### config.mk
export PLATFORM = sky130hd
export DESIGN_NAME = gcu_top
export DESIGN_NICKNAME = d
export VERILOG_FILES = /design/src/hw/gcu_pkg.sv /design/src/hw/gcu_top.sv /design/src/hw/gcu_fifo.sv /design/src/hw/gcu_law.sv
export VERILOG_INCLUDE_DIRS = /design/src /design/src/hw
export SDC_FILE = /design/constraint.sdc
export NUM_CORES = 1
export LEC_CHECK = 0
export ABC_AREA = 0
export BUFFER_PORTS_ARGS = -buffer_cell sky130_fd_sc_hd__buf_2
export CAP_MARGIN = 10
export CORE_ASPECT_RATIO = 1.25
export CORE_MARGIN = 2
export CORE_UTILIZATION = 56
export CTS_BUF_LIST = sky130_fd_sc_hd__clkbuf_2 sky130_fd_sc_hd__clkbuf_4 sky130_fd_sc_hd__clkbuf_8
export DETAILED_ROUTE_END_ITERATION = 8
export PLACE_DENSITY = 0.75
export SLEW_MARGIN = 30
export SYNTH_ARGS = -nofsm -noshare
export SYNTH_HDL_FRONTEND = slang
export SYNTH_SLANG_ARGS = --single-unit
### constraint.sdc
create_clock -name mclk -period 6.65 [get_ports mclk]
set_clock_uncertainty 0.1 [all_clocks]
set_input_delay 0.665 -clock mclk [delete_from_list [all_inputs] [get_ports mclk]]
set_output_delay 0.665 -clock mclk [all_outputs]
set_load 0.02 [all_outputs]
### src/hw/gcu_defs.svh
// constants for the companding unit: offsets, fields, resets, codec figures
`ifndef GCU_DEFS_SVH
`define GCU_DEFS_SVH
// ==========================================================
// register map
`define GCU_CTRL_ADDR   7'h05
`define GCU_CTRL_RESET  6'h00
`define GCU_LOOP_BIT    0
`define GCU_ADC_LO      1
`define GCU_ADC_HI      2
`define GCU_DAC_LO      3
`define GCU_DAC_HI      4
`define GCU_B8_BIT      5
// ==========================================================
// codec figures
`define GCU_MU_CLIP     14'h1FDE
`define GCU_MU_BIAS     14'h0021
`define GCU_MU_DBIAS    16'h0084
`define GCU_A_SEG1      16'h0108
`define GCU_A_HALF      16'h0008
`define GCU_MU_FLIP     8'hFF
`define GCU_A_FLIP      8'h55
// ==========================================================
// serial word lengths in bits
`define GCU_BITS_8      6'h08
`define GCU_BITS_16     6'h10
`define GCU_BITS_20     6'h14
`define GCU_BITS_24     6'h18
`define GCU_BITS_32     6'h20
`endif

### src/hw/gcu_pkg.sv
// types shared by the companding unit
package gcu_pkg;
   // ==========================================================
   // law selection codes of each compand select field
   typedef enum logic [1:0] {
      LAW_OFF = 2'b00,
      LAW_RSV = 2'b01,
      LAW_MU  = 2'b10,
      LAW_A   = 2'b11
   } gcu_law_t;
endpackage : gcu_pkg

### src/hw/gcu_top.sv
// companding stage between converter datapath and serial audio port
// What this block does
// - A-law and mu-law companding available on transmit and receive paths.
// - Receive law in bits 4:3, transmit law in bits 2:1 of 0x05.
// - Encode 14-bit mu or 13-bit A linear to 8 bits; decode inverse.
// - Code word is sign, three-bit segment, four-bit mantissa, sign first.
// - Mu-law inverts all eight code bits on encode and decode.
// - A-law inverts even code bits on encode and again on decode.
// - Bit 5 of 0x05 forces 8-bit serial words, ignoring word length.
// - Mu-law follows the G.711 curve with mu of 255.
// - A-law follows the G.711 piecewise curve with A of 87.6.
module gcu_top
   import gcu_pkg::*;
#(
   parameter int FIFO_DEPTH = 16
) (
   input  wire logic        mclk,
   input  wire logic        nrst,
   input  wire logic        reg_wr,
   input  wire logic [6:0]  reg_addr,
   input  wire logic [8:0]  reg_wdata,
   output logic      [8:0]  reg_rdata,
   input  wire logic [1:0]  serial_word_length,
   output logic      [5:0]  word_bits,
   output logic             adc_dac_loop,
   input  wire logic        adc_valid,
   output logic             adc_ready,
   input  wire logic [15:0] adc_data,
   output logic             tx_valid,
   input  wire logic        tx_ready,
   output logic      [15:0] tx_data,
   input  wire logic        rx_valid,
   output logic             rx_ready,
   input  wire logic [15:0] rx_data,
   output logic             dac_valid,
   input  wire logic        dac_ready,
   output logic      [15:0] dac_data
);
`include "gcu_defs.svh"

   logic [5:0]  ctrl;
   logic [5:0]  next_ctrl;
   logic [8:0]  next_rdata;
   logic [5:0]  next_bits;
   logic        next_dvalid;
   logic [15:0] next_ddata;
   logic [15:0] enc_word;
   logic [15:0] dec_word;
   logic        ctrl_hit;
   logic        rx_take;
   gcu_law_t    adc_law;
   gcu_law_t    dac_law;

   // ==========================================================
   // control register
   assign ctrl_hit = reg_wr && (reg_addr == `GCU_CTRL_ADDR);
   assign adc_law  = gcu_law_t'(ctrl[`GCU_ADC_HI:`GCU_ADC_LO]);
   assign dac_law  = gcu_law_t'(ctrl[`GCU_DAC_HI:`GCU_DAC_LO]);

   // only the low six bits are storage; the top three are wired to zero
   always_comb begin
      next_ctrl  = ctrl_hit ? reg_wdata[5:0] : ctrl;
      next_rdata = 9'h000;
      if (reg_addr == `GCU_CTRL_ADDR) begin
         next_rdata = {3'b000, ctrl};
      end
   end

   // ==========================================================
   // serial word length; the force wins over the programmed length
   always_comb begin
      if (ctrl[`GCU_B8_BIT]) begin
         next_bits = `GCU_BITS_8;
      end else begin
         case (serial_word_length)
            2'b00:   next_bits = `GCU_BITS_16;
            2'b01:   next_bits = `GCU_BITS_20;
            2'b10:   next_bits = `GCU_BITS_24;
            default: next_bits = `GCU_BITS_32;
         endcase
      end
   end

   // register stage for control, readback and word length
   always_ff @(posedge mclk) begin
      if (!nrst) begin
         ctrl         <= `GCU_CTRL_RESET;
         reg_rdata    <= 9'h000;
         word_bits    <= `GCU_BITS_16;
         adc_dac_loop <= 1'b0;
      end else begin
         ctrl         <= next_ctrl;
         reg_rdata    <= next_rdata;
         word_bits    <= next_bits;
         adc_dac_loop <= next_ctrl[`GCU_LOOP_BIT];
      end
   end

   // ==========================================================
   // shared law engine, one encoder and one decoder
   gcu_law u_law (
      .tx_law  (adc_law),
      .lin_in  (adc_data),
      .enc_out (enc_word),
      .rx_law  (dac_law),
      .code_in (rx_data),
      .dec_out (dec_word)
   );

   // ==========================================================
   // transmit: encoded words queue up for the serial port; a full
   // queue stalls the converter side through adc_ready
   gcu_fifo #(
      .WIDTH (16),
      .DEPTH (FIFO_DEPTH)
   ) u_txq (
      .mclk      (mclk),
      .nrst      (nrst),
      .in_valid  (adc_valid),
      .in_ready  (adc_ready),
      .in_data   (enc_word),
      .out_valid (tx_valid),
      .out_ready (tx_ready),
      .out_data  (tx_data)
   );

   // ==========================================================
   // receive: one skid-free holding register toward the dac
   assign rx_ready = !dac_valid || dac_ready;
   assign rx_take  = rx_valid && rx_ready;
   always_comb begin
      next_dvalid = rx_take || (dac_valid && !dac_ready);
      next_ddata  = rx_take ? dec_word : dac_data;
   end

   always_ff @(posedge mclk) begin
      if (!nrst) begin
         dac_valid <= 1'b0;
         dac_data  <= 16'h0000;
      end else begin
         dac_valid <= next_dvalid;
         dac_data  <= next_ddata;
      end
   end
endmodule : gcu_top

### src/hw/gcu_fifo.sv
// parameterised fifo with a registered output stage
module gcu_fifo #(
   parameter int WIDTH = 16,
   parameter int DEPTH = 16
) (
   input  wire logic             mclk,
   input  wire logic             nrst,
   input  wire logic             in_valid,
   output logic                  in_ready,
   input  wire logic [WIDTH-1:0] in_data,
   output logic                  out_valid,
   input  wire logic             out_ready,
   output logic      [WIDTH-1:0] out_data
);
   localparam int AW = $clog2(DEPTH);
   logic [WIDTH-1:0] mem [DEPTH];
   logic [AW-1:0]    wptr;
   logic [AW-1:0]    rptr;
   logic [AW:0]      cnt;
   logic [AW-1:0]    next_wptr;
   logic [AW-1:0]    next_rptr;
   logic [AW:0]      next_cnt;
   logic             next_valid;
   logic             push;
   logic             pop;

   // ==========================================================
   // pointer and level update
   assign in_ready = (cnt != (AW+1)'(DEPTH));
   assign push     = in_valid && in_ready;
   assign pop      = (cnt != '0) && (!out_valid || out_ready);
   always_comb begin
      next_wptr  = push ? AW'(wptr + 1'b1) : wptr;
      next_rptr  = pop ? AW'(rptr + 1'b1) : rptr;
      next_cnt   = cnt + (AW+1)'(push) - (AW+1)'(pop);
      next_valid = pop || (out_valid && !out_ready);
   end

   // the head word moves into a register so the reader sees flop data
   always_ff @(posedge mclk) begin
      if (!nrst) begin
         wptr      <= '0;
         rptr      <= '0;
         cnt       <= '0;
         out_valid <= 1'b0;
         out_data  <= '0;
      end else begin
         wptr      <= next_wptr;
         rptr      <= next_rptr;
         cnt       <= next_cnt;
         out_valid <= next_valid;
         if (pop) begin
            out_data <= mem[rptr];
         end
      end
   end

   // storage has no reset, only written words are ever read
   always_ff @(posedge mclk) begin
      if (push) begin
         mem[wptr] <= in_data;
      end
   end
endmodule : gcu_fifo

### src/hw/gcu_law.sv
// combinational g.711 encoder and decoder
module gcu_law
   import gcu_pkg::*;
(
   input  wire gcu_pkg::gcu_law_t tx_law,
   input  wire logic [15:0]       lin_in,
   output logic       [15:0]      enc_out,
   input  wire gcu_pkg::gcu_law_t rx_law,
   input  wire logic [15:0]       code_in,
   output logic       [15:0]      dec_out
);
`include "gcu_defs.svh"

   // ==========================================================
   // mu-law encode of the top 14 bits
   function automatic logic [7:0] mu_enc(input logic [15:0] x);
      logic [13:0] mag;
      logic [13:0] sh;
      logic [2:0]  seg;
      mag = x[15] ? 14'(~x[15:2] + 14'h1) : x[15:2];
      if (mag > `GCU_MU_CLIP) mag = `GCU_MU_CLIP;
      mag = mag + `GCU_MU_BIAS;
      seg = 3'h0;
      for (int i = 0; i < 8; i++) begin
         if (mag[i+5]) seg = 3'(i);
      end
      sh = mag >> ({1'b0, seg} + 4'h1);
      return {x[15], seg, sh[3:0]} ^ `GCU_MU_FLIP;
   endfunction : mu_enc

   // a-law encode of the top 13 bits
   function automatic logic [7:0] a_enc(input logic [15:0] x);
      logic [11:0] mag;
      logic [11:0] sh;
      logic [2:0]  seg;
      mag = x[15] ? ~x[14:3] : x[14:3];
      seg = 3'h0;
      for (int i = 5; i < 12; i++) begin
         if (mag[i]) seg = 3'(i - 4);
      end
      sh = (seg == 3'h0) ? (mag >> 1) : (mag >> seg);
      return {~x[15], seg, sh[3:0]} ^ `GCU_A_FLIP;
   endfunction : a_enc

   // mu-law decode to 16-bit scale
   function automatic logic [15:0] mu_dec(input logic [7:0] c);
      logic [7:0]  u;
      logic [15:0] t;
      u = c ^ `GCU_MU_FLIP;
      t = (16'({u[3:0], 3'b000}) + `GCU_MU_DBIAS) << u[6:4];
      return u[7] ? (`GCU_MU_DBIAS - t) : (t - `GCU_MU_DBIAS);
   endfunction : mu_dec

   // a-law decode to 16-bit scale
   function automatic logic [15:0] a_dec(input logic [7:0] c);
      logic [7:0]  a;
      logic [15:0] t;
      a = c ^ `GCU_A_FLIP;
      t = 16'({a[3:0], 4'h0});
      if (a[6:4] == 3'h0) t = t + `GCU_A_HALF;
      else t = (t + `GCU_A_SEG1) << (a[6:4] - 3'h1);
      return a[7] ? t : 16'(-t);
   endfunction : a_dec

   // ==========================================================
   // code sits msb-aligned so an msb-first shifter sends it first
   always_comb begin
      case (tx_law)
         LAW_MU:  enc_out = {mu_enc(lin_in), 8'h00};
         LAW_A:   enc_out = {a_enc(lin_in), 8'h00};
         default: enc_out = lin_in;
      endcase
      case (rx_law)
         LAW_MU:  dec_out = mu_dec(code_in[15:8]);
         LAW_A:   dec_out = a_dec(code_in[15:8]);
         default: dec_out = code_in;
      endcase
   end
endmodule : gcu_law

==> flow_metrics.py <==
metrics = {
    "floorplan": {
        "die_w_um": 154,
        "core_mm2": 0.0277,
        "die_h_um": 191,
        "initial_core_util_pct": 56.9,
        "io_pins": 109,
        "rows": 68,
        "dieArea_mm2": 0.0294,
    },
    "sta": {
        "period_needed_ps": 5640,
        "whs_ps": 212,
        "slew_violations": 0,
        "max_slew_margin_pct": 36.0,
        "worst_slack_ps": 1010,
        "worstMarginPinSlew_ps": 959,
        "hold_viol": 0,
        "setup_viol": 0,
        "rsz0062_at_grt": "false",
        "finalCritPeriodShare_pct": 84.8,
        "tns_ps": 0,
        "fmax_ghz": 0.177,
    },
    "worst_setup_path": {
        "critPathBufInv": 2,
        "cp_data_arrival_time_ps": 5710,
        "crit_top_cell": "ha_1",
        "worstPathMaxFanout": 16,
        "rr_endpoint": "u_txq.cnt[4]$_SDFF_PN0_",
        "reg2regPathDepth": 14,
        "crit_slowest_cell": "o21bai_1",
        "crit_chain": "buf_2, inv_1, ha_1, or3b_2, a221oi_1, nor3_1, o211a_1, a31oi_2, o211ai_1, ha_1, a21o_1, o32ai_1, a211o_1, o311ai_0, o21bai_1, a311oi_1, o21ai_0, nand3_1",
        "reg2reg_from": "u_txq.cnt[3]$_SDFF_PN0_",
        "r2r_setup_slack_ps": 3440,
        "crit_type": "in2reg",
        "path_delay_family": "compound AO/OA/AOI/OAI gates",
        "critPathCaptureType": "flip-flop",
        "startpoint_type": "primary input",
        "required_ps": 6720,
        "crit_path_max_incr_delay_ps": 570,
    },
    "worst_hold_path": {
        "hp-start": "serial_word_length[1]",
        "min_to": "word_bits[2]$_SDFF_PP0_",
        "hold_path_class": "in2reg",
        "min_path_cells": 2,
    },
    "placed_design": {
        "dp_slack_ps": 133,
        "io_buffers": 100,
        "gp_congestion": 0.911,
        "hpwl_mm": 24.0,
    },
    "routing": {
        "vias": 10400,
        "drt_iter0_drc": 951,
        "wl_per_cell_um": 22.0,
        "drc": 0,
        "viasPerCell": 6.23,
        "firstDrtPassIters": 6,
        "ant_nets": 0,
        "routed_wirelength_mm": 36.9,
    },
    "final_layout": {
        "nets": 1365,
        "n_antenna_cell": 0,
        "n_fill_cell": 2003,
        "drive_above_1_share_pct": 27.0,
        "areaGrowthSynthToFinish_pct": 12.9,
    },
    "global_routing": {
        "grt_overflow": 0,
        "grt_max_degree": 68,
        "antenna_found_initial": 0,
        "grt_pass1_wl_mm": 57.2,
        "grt_usage_pct": 25.4,
        "grt_pass1_vias": 10300,
    },
    "synthesis": {
        "synthArstFlopShare_pct": 0,
        "syn_area_per_cell_um2": 13.4,
        "synth-seq-area-share_pct": 56.9,
        "ys_warn_count": 0,
        "ys_top_cells_by_count": "edfxtp_1, nor2_1, mux4_2",
        "yosysMostFrequentCell": "edfxtp_1",
        "synth_top_area_share_pct": 48.9,
        "ys.flop_type": "edfxtp_1",
        "syn_inst": 1176,
        "synth_top_cell_by_area": "edfxtp_1",
        "ys_ff_latch": 319,
        "synth_area_mm2": 0.0157,
        "synth_edf_count": 256,
        "synth_area_leaders": "edfxtp_1, mux4_2, dfxtp_1",
        "ys_types": 89,
    },
    "clock_network": {
        "cts_sinks": 319,
        "clkTransAtPathRegs_ps": 60,
        "cts.path.max_buffers": 3,
        "cts_root_buf": "clkbuf_8",
        "cts_tree": "built",
        "clkLatencyLatePin_ps": 590,
        "cts_made_buffers": 49,
        "ctsHoldBuffers": 0,
        "h-tree-depth": 2,
        "cts-resized-gates": 0,
        "post_cts_buffers": 0,
    },
    "power_and_ir_drop": {
        "p_per_area_mw_per_mm2": 314,
        "p_leak_nw": 6.31,
        "peakVddDrop_mv": 0.232,
        "power_mw": 5.57,
    },
    "run": {
        "cap_viol_max_count": 0,
    },
    "outcome": {
        "status": "completed",
    },
}
-- flip-flops by register name, indices dropped and copies added (netlist names) --
name and count:
dac_data 16, dac_valid 1, u_txq.out_valid 1, u_txq.cnt 5
reg_rdata 6, u_txq.mem 256, word_bits 4, u_txq.out_data 16
ctrl 6, u_txq.rptr 4, u_txq.wptr 4
-- cells in the final DEF (no fill, tap or decap), drive strengths merged, types with 8 or more instances in the layout --
cell,Yosys,routed
xor2,22,22
clkinv,0,14
nand2b,18,18
mux2i,44,44
and2,8,8
o31ai,11,11
nor3,22,22
xnor2,36,36
dfxtp,63,63
nand2,58,58
a21oi,53,53
edfxtp,256,256
nor2b,18,18
nand4,8,8
nor2,104,104
a31oi,11,11
mux4,84,84
o211ai,20,20
a211oi,15,15
buf,29,133
and3,12,12
inv,32,35
o21ai,48,48
clkbuf,52,70
ha,24,24
nand3,16,16
-- area by class of cell --
| cell class | instances | area, um^2 | area share [%] |
|---|---|---|---|
| inverter | 32 | 123 | 0.691 |
| tap | 350 | 438 | 2.47 |
| clock inverter | 22 | 198 | 1.11 |
| clock buffer | 70 | 838 | 4.72 |
| timing repair buffer | 133 | 748 | 4.21 |
| sequential | 319 | 8960 | 50.4 |
| multi-input combinational | 748 | 6450 | 36.3 |
-- worst max path at each step --
stage / start / end / depth (start not counted)
final: adc_data[2] / u_txq.mem[8][9]$_DFFE_PP_ / 18
after global routing: adc_data[2] / u_txq.mem[3][11]$_DFFE_PP_ / 19
after CTS: adc_data[2] / u_txq.mem[2][10]$_DFFE_PP_ / 19
after detailed placement: adc_data[2] / u_txq.mem[2][10]$_DFFE_PP_ / 19
after global placement: adc_data[2] / u_txq.mem[12][11]$_DFFE_PP_ / 19
after floorplan: adc_data[2] / u_txq.mem[0][11]$_DFFE_PP_ / 18
-- cells by family (layout without fill, tap and decap cells) --
kind of cell | after synthesis | after routing | share of synthesized area [%]
flops | 319 | 319 | 56.9
simple gates | 295 | 295 | 9.17
compound gates | 232 | 232 | 10.5
mux | 132 | 132 | 15.1
buf+inv | 113 | 257 | 2.88
xor+xnor | 58 | 58 | 3.33
fa+ha+maj | 26 | 26 | 2.10
other cells | 1 | 5 | 0.0238
-- where the power goes --
| group | internal [mW] | switching (mW) | leakage, nW | total (mW) |
|---|---|---|---|---|
| Sequential | 2.28 | 0.108 | 2.83 | 2.39 |
| Clock | 0.940 | 0.743 | 0.546 | 1.68 |
| Combinational | 0.717 | 0.781 | 2.93 | 1.50 |
| Total | 3.94 | 1.63 | 6.31 | 5.57 |
-- routing by layer --
layer  GRT usage [%]  part of all wire, %
met2            44.3                   51
met4            9.71                  2.8
met5               0                    0
met1            32.5                   40
met3            3.58                  6.3
-- stage by stage --
step	instance area (um^2)	instances	util (%)
floorplan	15700	1180	-
global placement	16700	1582	60.3
detailed placement	16700	1582	60.3
CTS	17700	1674	64.1
global route	17800	1674	64.2
finish	17800	1674	64.2
(Power assumes the default switching activity.)
